### config.mk
export PLATFORM = sky130hd
export DESIGN_NAME = irq_enable_map
export DESIGN_NICKNAME = d
export VERILOG_FILES = /design/src/inc/irq_map_pkg.sv /design/src/logic/irq_enable_map.sv
export SDC_FILE = /design/constraint.sdc
export NUM_CORES = 1
export LEC_CHECK = 0
export ABC_CLOCK_PERIOD_IN_PS = 8450
export BUFFER_PORTS_ARGS = -buffer_cell sky130_fd_sc_hd__buf_2
export CORE_UTILIZATION = 30
export DETAILED_ROUTE_END_ITERATION = 10
export PLACE_DENSITY = 0.57
export SLEW_MARGIN = 20
export SYNTH_ARGS = -nofsm -noshare
export SYNTH_HDL_FRONTEND = slang
export SYNTH_SLANG_ARGS = --single-unit
### constraint.sdc
create_clock -name mclk -period 8.45 [get_ports mclk]
set_input_delay 1.2675 -clock mclk [delete_from_list [all_inputs] [get_ports mclk]]
set_output_delay 1.2675 -clock mclk [all_outputs]
set_load 0.03 [all_outputs]
### src/inc/irq_map_pkg.sv
// Register map, field layout and carrier types of the interrupt enable block
package irq_map_pkg;
  localparam int unsigned ADDR_W = 8;
  localparam int unsigned DATA_W = 8;
  // Register numbers
  localparam logic [7:0] LVL7_EN_ADDR = 8'h0A;
  localparam logic [7:0] BUS_EN_ADDR  = 8'h0C;
  localparam logic [7:0] PRI10_ADDR   = 8'h0D;
  localparam logic [7:0] PRI32_ADDR   = 8'h0E;
  localparam logic [7:0] LOC_EN_ADDR  = 8'h10;
  localparam logic [7:0] EVT_STAT_ADDR = 8'h11;
  localparam logic [7:0] EVT_MASK_ADDR = 8'h12;
  localparam logic [7:0] PIN_STAT_ADDR = 8'h13;
  localparam logic [7:0] LATCH_ADDR    = 8'h14;
  // Level-7 enable bit positions
  localparam int unsigned NMI_BIT = 0;
  localparam int unsigned MEM_BIT = 1;
  localparam int unsigned ACF_BIT = 2;
  localparam int unsigned SYF_BIT = 3;
  localparam int unsigned ISO_BIT = 4;
  // Priority field positions
  localparam int unsigned PRI_LO = 0;
  localparam int unsigned PRI_HI = 4;
  localparam int unsigned PRI_W  = 3;
  // Fixed read values, reset values and source counts
  localparam logic [7:0] PRI_FILL = 8'h88;
  localparam logic [2:0] PRI_MASKED = 3'h0;
  localparam logic [3:0] EN7_RST  = 4'h0;
  localparam logic [5:0] LOC_RST  = 6'h00;
  localparam logic [6:0] BUS_RST  = 7'h00;
  localparam logic [2:0] EVT_RST  = 3'h0;
  localparam int unsigned N_SRC7 = 5;
  localparam int unsigned N_LOC  = 6;
  localparam int unsigned N_MAP  = 4;
  localparam int unsigned N_BUS  = 7;
  // Event bits: 0 level-7 latch set, 1 local request, 2 bus request
  localparam int unsigned N_EVT = 3;

  typedef struct packed {
    logic [N_SRC7-1:0] sync1;
    logic [N_SRC7-1:0] sync2;
    logic [N_LOC-1:0]  loc1;
    logic [N_LOC-1:0]  loc2;
    logic [N_BUS-1:0]  bus1;
    logic [N_BUS-1:0]  bus2;
    logic [3:0]        en7;
    logic [N_SRC7-1:0] latch;
    logic [N_LOC-1:0]  loc_en;
    logic [N_BUS-1:0]  bus_en;
    logic [N_MAP*PRI_W-1:0] pri;
    logic [N_EVT-1:0]  evt;
    logic [N_EVT-1:0]  evt_mask;
    logic [DATA_W-1:0] rdata;
    logic [2:0]        cpu_level;
    logic              lvl7_req;
    logic [N_LOC-1:0]  loc_req;
    logic [N_BUS-1:0]  bus_req;
  } state_s;

  typedef struct packed {
    logic [ADDR_W-1:0] addr;
    logic [DATA_W-1:0] wdata;
    logic              wr;
    logic              rd;
  } reg_req_s;
endpackage

### src/logic/irq_enable_map.sv
// Interrupt enable and local level-mapping register set
//
// The strobed register port was chosen for this implementation.
`timescale 1ns/10ps
module irq_enable_map
  import irq_map_pkg::*;
(
  input  wire logic              mclk,
  input  wire logic              srst,
  input  wire reg_req_s          req,
  output logic [DATA_W-1:0]      rdata,
  input  wire logic              isolation_event,
  input  wire logic              sysfail_input_pin,
  input  wire logic              acfail_input_pin,
  input  wire logic              memory_error_pin,
  input  wire logic              nonmaskable_input_pin,
  input  wire logic [N_LOC-1:0]  local_request_pins,
  input  wire logic [N_BUS-1:0]  bus_level_pins,
  output logic                   level7_request,
  output logic [2:0]             cpu_level,
  output logic [N_LOC-1:0]       local_request,
  output logic [N_BUS-1:0]       bus_level_request,
  output logic                   irq
);

  state_s s_r;
  state_s s_nxt;

  // Highest nonzero priority among enabled, asserted mapped pins
  function automatic logic [2:0] best_level(
    input logic [N_MAP*PRI_W-1:0] pri,
    input logic [N_LOC-1:0]       act
  );
    logic [2:0] best;
    logic [2:0] f;
    best = PRI_MASKED;
    for (int i = 0; i < N_MAP; i++) begin
      f = pri[i*PRI_W +: PRI_W];
      if (act[i] && f != PRI_MASKED && f > best) begin
        best = f;
      end
    end
    return best;
  endfunction

  logic [N_SRC7-1:0] raw7;
  assign raw7 = {isolation_event, sysfail_input_pin, acfail_input_pin,
                 memory_error_pin, nonmaskable_input_pin};

  // Next-state logic
  always_comb begin
    logic [N_SRC7-1:0] en_all;
    logic [N_SRC7-1:0] set7;
    logic [N_LOC-1:0]  loc_act;
    logic [N_EVT-1:0]  evt_set;
    logic [N_EVT-1:0]  evt_clr;
    logic [2:0]        lvl;
    en_all  = '0;
    set7    = '0;
    loc_act = '0;
    evt_set = '0;
    evt_clr = '0;
    lvl     = PRI_MASKED;
    s_nxt   = s_r;
    // Two-flop synchronisers on pins
    s_nxt.sync1 = raw7;
    s_nxt.sync2 = s_r.sync1;
    s_nxt.loc1  = local_request_pins;
    s_nxt.loc2  = s_r.loc1;
    s_nxt.bus1  = bus_level_pins;
    s_nxt.bus2  = s_r.bus1;
    // Level-7 latches; non-maskable always enabled
    en_all = {s_r.en7, 1'b1};
    set7   = s_r.sync2 & en_all;
    s_nxt.latch = s_r.latch & en_all;
    if (req.wr && req.addr == LVL7_EN_ADDR) begin
      s_nxt.en7 = req.wdata[ISO_BIT:MEM_BIT];
      if (!req.wdata[NMI_BIT]) begin
        s_nxt.latch[NMI_BIT] = 1'b0;
      end
    end
    s_nxt.latch = s_nxt.latch | set7; // set wins over clear
    // Plain enable, priority and event mask registers; event status clear strobe
    if (req.wr) begin
      case (req.addr)
        LOC_EN_ADDR: s_nxt.loc_en = req.wdata[N_LOC-1:0];
        BUS_EN_ADDR: s_nxt.bus_en = req.wdata[N_BUS-1:0];
        PRI10_ADDR: begin
          s_nxt.pri[0 +: PRI_W]       = req.wdata[PRI_LO +: PRI_W];
          s_nxt.pri[PRI_W +: PRI_W]   = req.wdata[PRI_HI +: PRI_W];
        end
        PRI32_ADDR: begin
          s_nxt.pri[2*PRI_W +: PRI_W] = req.wdata[PRI_LO +: PRI_W];
          s_nxt.pri[3*PRI_W +: PRI_W] = req.wdata[PRI_HI +: PRI_W];
        end
        EVT_STAT_ADDR: evt_clr = req.wdata[N_EVT-1:0];
        EVT_MASK_ADDR: s_nxt.evt_mask = req.wdata[N_EVT-1:0];
        default: ;
      endcase
    end
    // Requests toward the local CPU
    loc_act = s_r.loc2 & s_r.loc_en;
    for (int i = 0; i < N_MAP; i++) begin
      if (s_r.pri[i*PRI_W +: PRI_W] == PRI_MASKED) begin
        loc_act[i] = 1'b0;
      end
    end
    lvl = best_level(s_r.pri, loc_act);
    s_nxt.cpu_level = lvl;
    s_nxt.loc_req   = loc_act;
    s_nxt.bus_req   = s_r.bus2 & s_r.bus_en;
    s_nxt.lvl7_req  = |s_r.latch;
    // Sticky events, write one to clear, set wins
    evt_set = {|s_nxt.bus_req, |loc_act, |set7};
    s_nxt.evt = (s_r.evt & ~evt_clr) | evt_set;
    // Read data, one cycle after the strobe
    s_nxt.rdata = '0;
    if (req.rd) begin
      case (req.addr)
        LVL7_EN_ADDR:  s_nxt.rdata = {3'h0, s_r.en7, 1'b1};
        LOC_EN_ADDR:   s_nxt.rdata = {2'h0, s_r.loc_en};
        BUS_EN_ADDR:   s_nxt.rdata = {1'b0, s_r.bus_en};
        PRI10_ADDR:    s_nxt.rdata = PRI_FILL |
          {1'b0, s_r.pri[PRI_W +: PRI_W], 1'b0, s_r.pri[0 +: PRI_W]};
        PRI32_ADDR:    s_nxt.rdata = PRI_FILL |
          {1'b0, s_r.pri[3*PRI_W +: PRI_W], 1'b0,
           s_r.pri[2*PRI_W +: PRI_W]};
        EVT_STAT_ADDR: s_nxt.rdata = {5'h00, s_r.evt};
        EVT_MASK_ADDR: s_nxt.rdata = {5'h00, s_r.evt_mask};
        PIN_STAT_ADDR: s_nxt.rdata = {3'h0, s_r.sync2};
        LATCH_ADDR:    s_nxt.rdata = {3'h0, s_r.latch};
        default:       s_nxt.rdata = '0;
      endcase
    end
    // Synchronous reset
    if (srst) begin
      s_nxt = '0;
      s_nxt.en7    = EN7_RST;
      s_nxt.loc_en = LOC_RST;
      s_nxt.bus_en = BUS_RST;
      s_nxt.evt    = EVT_RST;
    end
  end

  // State register
  always_ff @(posedge mclk) begin
    s_r <= s_nxt;
  end

  // Outputs
  assign rdata             = s_r.rdata;
  assign level7_request    = s_r.lvl7_req;
  assign cpu_level         = s_r.cpu_level;
  assign local_request     = s_r.loc_req;
  assign bus_level_request = s_r.bus_req;
  assign irq               = |(s_r.evt & s_r.evt_mask);

endmodule

# After elaboration in Yosys (flattened, before gate mapping)
# Cells that the tools add are included.
# word_totals
regBits	101
latch_bits	0
ramBits	0
romBits	0
in_bits	38
out_inout_bits	26
elab_cells	83
mem_count	0
# op_classes
add_sub_neg	0
multipliers	0
div	0
n_lt_le_gt_ge	4
n_eq_ne	9
n_shift	0
n_mux	13
bitwise_logic	10
n_reduce_logical	28
# op_table
op	n
8-bit one-hot mux with 9 select lines	1
8-bit by 5-bit == test with 1-bit output, second input constant	5
8-bit by 4-bit == test with 1-bit output, second input constant	4
3-bit two-way mux	6
3-bit logical NOT	4
3-bit nonzero test	4
5-bit AND	2
2-bit AND reduction	5
5-bit OR reduction	2
3-bit > comparator	3
1-bit logical AND	9
7-bit AND	1
7-bit OR reduction	1
3-bit AND	2
6-bit AND	1
1-bit two-way mux	6
6-bit OR reduction	1
5-bit OR	1
3-bit by 1-bit > comparator with 1-bit output, second input constant	1
3-bit inverter	1
3-bit OR	1
3-bit OR reduction	1
2-bit OR reduction	1
1-bit inverter	1

# Logic depth before layout (Yosys ltp)
# Gate-level depths: netlist (run 1).
# logic_depth
word_depth	14
mapped_depth	18
depth_no_buf	18

# Least setup slack after synthesis (run 1)
# OpenSTA, ideal clock, no wires.
# synth_timing
path_type	register to register
from	register s_r[50] in the netlist's numbering
to	register s_r, in the netlist cpu_level[0]
setup_ps	79
t_arrival_ps	3993
required_ps	8371
slack_ps	4378
path_stages_with_launch	18
n_path_buf	0
synth_period_minus_slack_ps	4072
cell_sequence	dfxtp_1 nand3_1 ha_1 nor2b_1 o21a_1 o21ai_2 mux2_4 ha_1 nor2b_1 o21a_1 o21a_4 mux2_2 ha_1 nor2b_1 o21a_1 o21ai_4 or3b_4 o221ai_2
# synth_between
elab_chain_len	14
# synth_lines
element	line_no	text
start, declared	irq_enable_map.sv:26	state_s s_r;
start signal, assigned	irq_enable_map.sv:147	s_r <= s_nxt;
6-bit AND (*)	irq_enable_map.sv:102	loc_act = s_r.loc2 & s_r.loc_en;
1-bit two-way mux (*)	irq_enable_map.sv:104	if (s_r.pri[i*PRI_W +: PRI_W] == PRI_MASKED) begin
1-bit logical AND (*) (2 in series)	irq_enable_map.sv:39	if (act[i] && f != PRI_MASKED && f > best) begin
3-bit two-way mux (*)	irq_enable_map.sv:39	
3-bit > comparator	irq_enable_map.sv:39	
1-bit logical AND	irq_enable_map.sv:39	
3-bit two-way mux (*)	irq_enable_map.sv:39	
3-bit > comparator	irq_enable_map.sv:39	
1-bit logical AND	irq_enable_map.sv:39	
3-bit two-way mux (*)	irq_enable_map.sv:39	
3-bit > comparator	irq_enable_map.sv:39	
1-bit logical AND	irq_enable_map.sv:39	
3-bit two-way mux (*)	irq_enable_map.sv:39	
# Every way passes the cells marked *; elsewhere a longest branch is shown, timed or not.
# A chain may end at the register's enable or synchronous reset.

# Worst setup path in the final report (run 1)
# Same ends and word-level chain as after synthesis.

==> reports/qor.yml, run 1 <==
global_route:
  grtUsageTotal: 0.137
  grt_pass1_wl_um: 15400
  grt_max_degree: 84
  grt_overflow_total: 0
  grt_antenna_before_repair: 0
  grt_pass1_vias: 2924
synthesis:
  syn_nets: 467
  avgSynthCellArea_um2: 10.2
  ys.flop_type: "dfxtp_1"
  yosysUniqueCellTypes: 53
  ys_warn_count: 0
  synth_edf_count: 0
  synth_area_um2: 4270
  yosysSeqAreaShare: 0.474
  synth_cells: 420
  ys_ff_latch: 101
  async_flop_share: 0
floorplan:
  rows: 43
  fp.dieW_um: 121
  core_area_um2: 13900
  fp.dieH_um: 121
  initial_core_util: 0.307
  die-area_um2: 14700
  num_io_pins: 64
clock_tree:
  clock_latency_ns: 0.34
  cts_setup_buffers: 0
  clkTransAtPathRegs_ns: 0.07
  cts_resized: 0
  ctsHoldBuffers: 0
  numCtsBuffers: 9
  clk_path_buf_depth: 2
  htreeDepth: 3
  cts_sinks: 101
  tritoncts: "built"
  clock-root-buffer: "clkbuf_16"
timing:
  final.period_utilization: 0.541
  tns_ns: 0
  finalClockSkew_ns: 0.00620
  slew_violations: 0
  finalSetupViolCount: 0
  grt_setup_unrepaired: "no"
  min_period_ns: 4.58
  hold_violations: 0
  max_slew_margin: 0.446
  fin_hold_ws_ns: 0.441
  worstMarginPinSlew_ns: 0.831
  max_freq_mhz: 219
  setup_slack_ns: 3.87
critical_path:
  rrSetupSlack_ns: 3.87
  rr_worst_depth: 17
  timing.rr.start: "s_r[50]"
  crit_path_cell_trace: "nand3_1, ha_1, nor2b_1, o21a_1, o21ai_2, mux2i_1, inv_1, ha_1, a31oi_1, o21a_4, mux2_2, ha_1, nor2b_1, o21a_1, o21ai_4, or3b_4, o221ai_2"
  crit_path_start_kind: "flip-flop"
  crit_start: "s_r[50]"
  cp_slowest_cell: "dfxtp_1"
  crit_top_cell: "ha_1"
  slowest_delay_ns: 0.46
  cp_data_required_time_ns: 8.71
  cp.arrival_ns: 4.84
  r2r_end: "cpu_level[0]"
  cp_max_fo: 7
  critical_path_class: "reg2reg"
  critPathCaptureType: "flip-flop"
  crit_end: "cpu_level[0]"
routing:
  via_per_inst: 4.80
  wl_um: 9790
  met3_length_um: 671
  final_antenna_net_count: 0
  wl_met2_um: 4350
  drt_iter0_drc: 208
  wl_met1_um: 4650
  dr.pass1.iters: 7
  wl_per_cell_um: 15.4
  vias: 3057
  maxUsedRoutingLayer: "met4"
  drc: 0
cells_and_area:
  final_util: 0.349
  insertedDiodeCount: 0
  areaGrowthSynthToFinish_pct: 13.6
  fin_cells: 637
  finalNetCount: 499
  drive_gt1_frac: 0.228
pwr:
  p_int_uw: 710
  vdd_drop_max_mv: 0.104
  p_seq_frac: 0.524
  swShare: 0.238
  p_switching_uw: 222
  clockPowerShare: 0.432
  p_leak_nw: 2.20
  pwr_density_cell_nw_per_um2: 192
  p_comb_frac: 0.044
placement:
  numPlacedInstances: 621
  numPortBuffers: 62
  post-place-ws_ns: 3.92
  routabilityCongestion: 0.829
  dp_hpwl_um: 7200
run:
  maxCapViolations: 0
worst_hold_path:
  hp-class: "reg2reg"
status:
  status: "finished clean"
## stage by stage
stage | power [mW] | cell area (um^2)
floorplan | 0.524 | 4270
global placement | 0.540 | 4550
detailed placement | 0.541 | 4550
CTS | 0.944 | 4850
global route | 0.969 | 4850
finish | 0.932 | 4850
## placed cells by master, fill, tap and decap left out, types with 8 or more instances in the layout
cell type  count
dfxtp_1      101
buf_2         62
nor2_1        49
nor2b_1       42
mux2i_1       38
inv_1         15
nand2_1       14
and3_1        10
nand3_1        9
ha_1           9
clkbuf_16      9
a21oi_1        8
## registers in the layout, indices dropped and copies added (netlist names)
name               flops
bus_level_request      7
cpu_level              3
level7_request         1
local_request          6
rdata                  8
s_r                   76
## logic make-up after synthesis
family,after synthesis,synth area share
simple gates,149,0.190
compound gates,59,0.121
mux,44,0.112
buf+inv,58,0.0765
flops,101,0.474
fa+ha+maj,9,0.0264
## Yosys cell counts (2+ instances only)
| master | instances | area share |
|---|---|---|
| dfxtp_1 | 101 | 0.47 |
| nor2_1 | 49 | 0.043 |
| nor2b_1 | 42 | 0.062 |
| mux2i_1 | 38 | 0.089 |
| buf_4 | 25 | 0.044 |
| inv_1 | 15 | 0.013 |
| nand2_1 | 14 | 0.012 |
| and3_1 | 10 | 0.015 |
| clkbuf_1 | 9 | 0.0079 |
| ha_1 | 9 | 0.026 |
| nand3_1 | 9 | 0.011 |
| a21oi_1 | 8 | 0.0094 |
| buf_2 | 6 | 0.0070 |
| a221oi_1 | 5 | 0.010 |
| a31oi_1 | 5 | 0.0073 |
| nand4_1 | 5 | 0.0073 |
| o21ai_1 | 5 | 0.0059 |
| nand2b_1 | 4 | 0.0059 |
| nor3_1 | 4 | 0.0047 |
| o211a_1 | 4 | 0.0094 |
| a222oi_1 | 3 | 0.0070 |
| a22o_1 | 3 | 0.0062 |
| o21a_1 | 3 | 0.0053 |
| o221ai_2 | 3 | 0.011 |
| a22oi_1 | 2 | 0.0035 |
| and4_1 | 2 | 0.0041 |
| buf_1 | 2 | 0.0018 |
| mux2_2 | 2 | 0.0053 |
| mux2_4 | 2 | 0.0070 |
| mux4_2 | 2 | 0.011 |
| nand3_2 | 2 | 0.0047 |
| nor2_2 | 2 | 0.0029 |
| o21ai_0 | 2 | 0.0023 |
| o22ai_1 | 2 | 0.0029 |
| o311ai_4 | 2 | 0.012 |
| or3b_4 | 2 | 0.0053 |
## power groups by stage
stage	logic [mW]	registers [mW]	clock network [mW]
6_report	0.0406	0.489	0.403
5_1_grt	0.0446	0.489	0.435
4_1_cts	0.0410	0.489	0.414
3_5_place_dp	0.0409	0.500	0
3_3_place_gp	0.0406	0.500	0
2_1_floorplan	0.0253	0.498	0
## worst min path at each step
stage / start / endpoint / slack [ns] / cells after the start
after floorplan: s_r[72] / s_r[65] / 0.41 / 1
after global placement: s_r[75] / s_r[68] / 0.43 / 1
after detailed placement: s_r[74] / s_r[67] / 0.42 / 1
after CTS: s_r[74] / s_r[67] / 0.44 / 1
after global routing: s_r[76] / s_r[69] / 0.46 / 1
final: s_r[74] / s_r[67] / 0.44 / 1
## worst max-delay path, delay by kind of cell (launching register included)
family | cells | cell delay, ns
AO/OA/AOI/OAI | 7 | 1.38
adder cells (fa/ha/maj) | 3 | 0.90
AND/OR/NAND/NOR | 4 | 0.88
multiplexers | 2 | 0.77
flip-flops | 1 | 0.46
buffers and inverters | 1 | 0.09
## layout make-up
class / instances / area [um^2]
clock buffers: 9 / 225
clock inverters: 7 / 75.1
fillers: 1439 / 9030
inverters: 15 / 56.3
multi-input cells: 261 / 1920
flip-flops and latches: 101 / 2020
well taps: 180 / 225
repair buffers: 64 / 325
## routing by layer
metal / GRT usage / vias to the layer above
met5: 0 / -
met4: 0.0394 / 0
met3: 0.0315 / 10
met2: 0.215 / 112
met1: 0.188 / 1431
li1: - / 1504
No activity file was read; power rests on OpenSTA's default activity.
==> inputs of run 2 (changes only) <==
- ABC_AREA: not set -> 1
- ABC_CLOCK_PERIOD_IN_PS: 8450 -> 3750
- PLACE_DENSITY: 0.57 -> 0.59
- clock period: 8.45 -> 3.75 ns (I/O delays scaled with it)
==> reports/qor.yml, run 2 <==
cells_and_area:
  final_cell_area_um2: 5130
  finalNetCount: 663
  areaGrowthSynthToFinish_pct: 18.3
  insertedDiodeCount: 0
  nFillCells: 1528
  fin_cells: 801
  final_cell_mix: "96 x dfxtp_1, 91 x nor2_1, 77 x inv_1"
  drive_gt1_frac: 0.233
  layout_commonest_cell: "dfxtp_1"
  largest_reg_flops: 76
  final_util: 0.367
  top_register: "s_r"
critical_path:
  cp_num_buf_inv: 2
  crit_path_start_kind: "flip-flop"
  cp.arrival_ns: 3.76
  cp_data_required_time_ns: 4.00
  critPathCaptureType: "flip-flop"
  cp_max_fo: 4
  crit_path_cell_trace: "nor2_2, nand2_1, nand4_1, ha_1, nand2_1, nor2_2, nor2_4, o21ai_2, nand2_2, ha_4, nand2_2, o21ai_2, nand3_2, inv_2, nand2_2, and2_4, ha_4, nand2_4, o21ai_2, nor2_1, nor3_2, a21oi_1, nand2_1, inv_1"
  cp_slowest_cell: "dfxtp_4"
  slowest_delay_ns: 0.37
  critical_path_class: "reg2reg"
  critical_path.top_delay_family: "simple AND/OR/NAND/NOR gates"
synthesis:
  synth_fa_ha_area_frac: 0.0260
  ys.flop_type: "dfxtp_1"
  ys_ff_latch: 101
  synth_area_um2: 4340
  synth_top_family_by_area: "simple AND/OR/NAND/NOR gates"
  synthMuxAreaShare: 0
  synth_top_area_share: 0.466
  synth_edf_count: 0
  synth_compound_area_frac: 0.102
  yosysUniqueCellTypes: 37
  synth_cells: 576
  yosysSeqAreaShare: 0.466
  ys_warn_count: 0
  synth_most_common_cell: "dfxtp_1"
  synth_commonest_cells: "101 x dfxtp_1, 95 x nor2_1, 79 x inv_1"
  synth_xor_area_frac: 0
  synth-simple-area-share: 0.269
  syn_nets: 623
  synth_area_leader_cell: "dfxtp_1"
  avgSynthCellArea_um2: 7.53
  async_flop_share: 0
  synth.area.top_cells: "dfxtp_1 47%, nor2_1 8.2%, inv_1 6.8%, nand3_1 6.7%, nand2_1 6.2%"
routing:
  wl_um: 10300
  dr.pass1.iters: 5
  drt_iter0_drc: 223
  via_per_inst: 4.43
  wl_per_cell_um: 12.8
  vias: 3548
  drc: 0
  final_antenna_net_count: 0
timing:
  tns_ns: 0
  min_period_ns: 3.51
  finalSetupViolCount: 0
  finalClockSkew_ns: 0.00839
  max_slew_margin: 0.451
  slew_violations: 0
  final.period_utilization: 0.936
  hold_violations: 0
  setup_slack_ns: 0.238
  worstMarginPinSlew_ns: 0.822
  grt_setup_unrepaired: "yes"
  fin_hold_ws_ns: 0.395
  max_freq_mhz: 285
clock_tree:
  cts_sinks: 101
  numCtsBuffers: 9
  clk_path_buf_depth: 2
  clock-root-buffer: "clkbuf_16"
  htreeDepth: 3
  clkTransAtPathRegs_ns: 0.07
  tritoncts: "built"
  clock_latency_ns: 0.35
  ctsHoldBuffers: 0
placement:
  placed_area_um2: 4620
  dp_hpwl_um: 7310
  numPortBuffers: 62
  routabilityCongestion: 0.902
  numPlacedInstances: 781
  post-place-ws_ns: 0.0914
global_route:
  grt_pass1_vias: 3223
  grt_overflow_total: 0
  grt_max_degree: 68
  grtUsageTotal: 0.143
  grt_antenna_before_repair: 0
  grt_pass1_wl_um: 16300
pwr:
  vdd_drop_max_mv: 0.424
  power_mw: 2.17
  pwr_density_cell_nw_per_um2: 422
  p_leak_nw: 2.34
status:
  status: "finished clean"
floorplan:
  rows: 43
  fp.dieH_um: 122
  core_area_um2: 14000
  die-area_um2: 14900
  initial_core_util: 0.310
  num_io_pins: 64
  fp.dieW_um: 122
run:
  maxCapViolations: 0
worst_hold_path:
  hp-class: "reg2reg"
[run 2: cell count changes after synthesis, moves of 5 or more]
cell | previous run | this run
inv_1 | 15 | 79
nand2_1 | 14 | 72
nand3_1 | 9 | 58
nor2_1 | 49 | 95
nor2b_1 | 42 | 0
mux2i_1 | 38 | 0
o21ai_0 | 2 | 36
a21oi_1 | 8 | 40
and3_1 | 10 | 0
nand2_2 | 0 | 6
a221oi_1 | 5 | 0
inv_2 | 0 | 5
[run 2: worst paths after layout]
| path | start | to | slack (ns) | depth (start not counted) |
|---|---|---|---|---|
| setup reg to reg | s_r[32] | cpu_level[1] | 0.24 | 24 |
| hold / removal | s_r[96] | s_r[91] | 0.39 | 2 |
| setup / recovery | s_r[32] | cpu_level[1] | 0.24 | 24 |
| hold reg to reg | s_r[96] | s_r[91] | 0.39 | 2 |
[run 2: layout make-up]
class,instances,area (um^2),area share
clock buffers,11,243,0.0473
clock inverters,5,65.1,0.0127
inverters,88,337,0.0656
multi-input cells,349,1880,0.366
flip-flops and latches,101,2040,0.397
well taps,180,225,0.0439
repair buffers,67,348,0.0678
[run 2: routing by layer]
metal  global-route usage  part of all wire  vias to the layer above
met3               0.0404             0.053                       19
met2                0.216              0.44                       87
met1                0.196              0.49                     1567
li1                     -                 -                     1875
met4               0.0473             0.014                        0
met5                    0                 0                        -
[run 2: cells by family (layout without fill, tap and decap cells)]
| kind of cell | count (synthesis) | count (layout) |
|---|---|---|
| buffers and inverters | 126 | 171 |
| AOI/OAI and AO/OA | 85 | 85 |
| adders and majority gates | 9 | 9 |
| and+or+nand+nor | 255 | 255 |
| DFF | 101 | 101 |
[run 2: worst register-to-register path, cell delays in order, from the launching register on]
cell and delay (ns):
dfxtp_4 0.37, nor2_2 0.04, nand2_1 0.07, nand4_1 0.11, ha_1 0.32, nand2_1 0.06, nor2_2 0.15, nor2_4 0.08
o21ai_2 0.18, nand2_2 0.09, ha_4 0.27, nand2_2 0.05, o21ai_2 0.13, nand3_2 0.12, inv_2 0.11, nand2_2 0.06
and2_4 0.16, ha_4 0.27, nand2_4 0.05, o21ai_2 0.11, nor2_1 0.06, nor3_2 0.31, a21oi_1 0.11, nand2_1 0.10
inv_1 0.03
[run 2: where the power goes]
group	total [mW]	switching [mW]	internal [mW]
logic	0.102	0.0688	0.0327
registers	1.10	0.00720	1.09
clock network	0.966	0.423	0.543
[run 2: what timing repair did]
action                     4_1_cts  5_1_grt
resized for setup                0       46
setup buffers                    0        4
setup endpoints to repair        0        3
==> inputs of run 3 (changes only) <==
- MAX_ROUTING_LAYER: not set -> met4
==> reports/qor.yml, run 3 (synthesized netlist as in run 2, its figures left out) <==
routing:
  wl_per_cell_um: 12.8
  final_antenna_net_count: 0
  vias: 3515
  drt_iter0_drc: 221
  wl_um: 10200
  dr.pass1.iters: 4
  drc: 0
  via_per_inst: 4.39
clock_tree:
  clkTransAtPathRegs_ns: 0.07
  htreeDepth: 3
  ctsHoldBuffers: 0
  clk_path_buf_depth: 2
  numCtsBuffers: 9
  clock_latency_ns: 0.35
  clock-root-buffer: "clkbuf_16"
  tritoncts: "built"
  cts_sinks: 101
cells_and_area:
  largest_reg_flops: 76
  final_cell_mix: "96 x dfxtp_1, 91 x nor2_1, 77 x inv_1"
  layout_commonest_cell: "dfxtp_1"
  insertedDiodeCount: 0
  final_cell_area_um2: 5130
  multiInputGateArea_um2: 1880
  finalNetCount: 663
  nFillCells: 1528
  top_register: "s_r"
  areaGrowthSynthToFinish_pct: 18.3
  regArea_um2: 2040
  drive_gt1_frac: 0.233
critical_path:
  crit_path_start_kind: "flip-flop"
  crit_path_cell_trace: "nor2_2, nand2_1, nand4_1, ha_1, nand2_1, nor2_2, nor2_4, o21ai_2, nand2_2, ha_4, nand2_2, o21ai_2, nand3_2, inv_2, nand2_2, and2_4, ha_4, nand2_4, o21ai_2, nor2_1, nor3_2, a21oi_1, nand2_1, inv_1"
  cp_num_buf_inv: 2
  cp.arrival_ns: 3.76
  rrSetupSlack_ns: 0.24
  timing.rr.start: "s_r[32]"
  crit_start: "s_r[32]"
  cp_max_fo: 4
  slowest_delay_ns: 0.37
  rr_worst_depth: 24
  cp_slowest_cell: "dfxtp_4"
  cp.depth: 24
  critPathCaptureType: "flip-flop"
  cp_data_required_time_ns: 4.00
  critical_path_class: "reg2reg"
  critical_path.top_delay_family: "simple AND/OR/NAND/NOR gates"
pwr:
  p_leak_nw: 2.34
  vdd_drop_max_mv: 0.418
  p_seq_frac: 0.508
  p_comb_frac: 0.047
  clockPowerShare: 0.445
  p_switching_uw: 494
  pwr_density_cell_nw_per_um2: 421
  power_mw: 2.16
  p_int_mw: 1.67
  swShare: 0.229
timing:
  grt_setup_unrepaired: "yes"
  max_freq_mhz: 285
  finalClockSkew_ns: 0.00853
  max_slew_margin: 0.466
  worstMarginPinSlew_ns: 0.799
  min_period_ns: 3.51
  fin_hold_ws_ns: 0.397
  final.period_utilization: 0.936
  hold_violations: 0
  finalSetupViolCount: 0
  setup_slack_ns: 0.238
  slew_violations: 0
  tns_ns: 0
placement:
  post-place-ws_ns: 0.0914
  placed_area_um2: 4620
  numPortBuffers: 62
  routabilityCongestion: 0.917
  dp_hpwl_um: 7310
status:
  status: "finished clean"
global_route:
  grtUsageTotal: 0.148
  grt_pass1_vias: 3223
  grt_antenna_before_repair: 0
  grt_overflow_total: 0
  grt_max_degree: 68
  grt_pass1_wl_um: 16300
floorplan:
  fp.dieH_um: 122
  die-area_um2: 14900
  initial_core_util: 0.310
  fp.dieW_um: 122
  core_area_um2: 14000
  num_io_pins: 64
  rows: 43
run:
  maxCapViolations: 0
worst_hold_path:
  hp-class: "reg2reg"
  holdPathStages: 2
  hp-start: "s_r[96]"
==> run 3: cell counts in the layout (fill, tap and decap cells not counted) <==
No cell type changed its count.
==> run 3: cell type report <==
| cell class | instances | area share |
|---|---|---|
| clock buffer | 11 | 0.0473 |
| timing repair buffer | 67 | 0.0678 |
| clock inverter | 5 | 0.0127 |
| inverter | 88 | 0.0656 |
| multi-input combinational | 349 | 0.366 |
| sequential | 101 | 0.397 |
| tap | 180 | 0.0439 |
==> run 3: worst paths after layout <==
check	to
setup / recovery	cpu_level[1]
hold / removal	s_r[91]
setup reg to reg	cpu_level[1]
hold reg to reg	s_r[91]
==> run 3: metrics by stage <==
step / cells / utilization
2_1_floorplan: 576 / -
3_3_place_gp: 781 / 0.331
3_5_place_dp: 781 / 0.331
4_1_cts: 797 / 0.353
5_1_grt: 801 / 0.367
6_report: 801 / 0.367
==> run 3: power groups by stage <==
stage / clock network, mW / logic, mW / registers [mW]
global placement: 0 / 0.101 / 1.12
detailed placement: 0 / 0.101 / 1.12
finish: 0.961 / 0.101 / 1.10
floorplan: 0 / 0.0618 / 1.12
CTS: 0.987 / 0.101 / 1.10
global route: 1.03 / 0.114 / 1.10
==> run 3: timing repair <==
| action | 4_1_cts | 5_1_grt |
|---|---|---|
| buffers inserted | 0 | 4 |
| setup endpoints to repair | 0 | 3 |
| resized for setup | 0 | 46 |
==> run 3: worst reg2reg max path, delay by kind of cell (launching register included) <==
| kind | cells | cell delay [ns] |
|---|---|---|
| DFF | 1 | 0.37 |
| and+or+nand+nor | 15 | 1.51 |
| buffers and inverters | 2 | 0.14 |
| adders and majority gates | 3 | 0.86 |
| AOI/OAI and AO/OA | 4 | 0.53 |
==> run 3: per-layer routing <==
metal  global-route usage  vias to the layer above  part of all wire
li1                     -                     1878                 -
met1                0.198                     1546              0.49
met2                0.216                       78              0.45
met3               0.0376                       13             0.047
met4               0.0518                        0             0.013
met5                    -                        -                 0
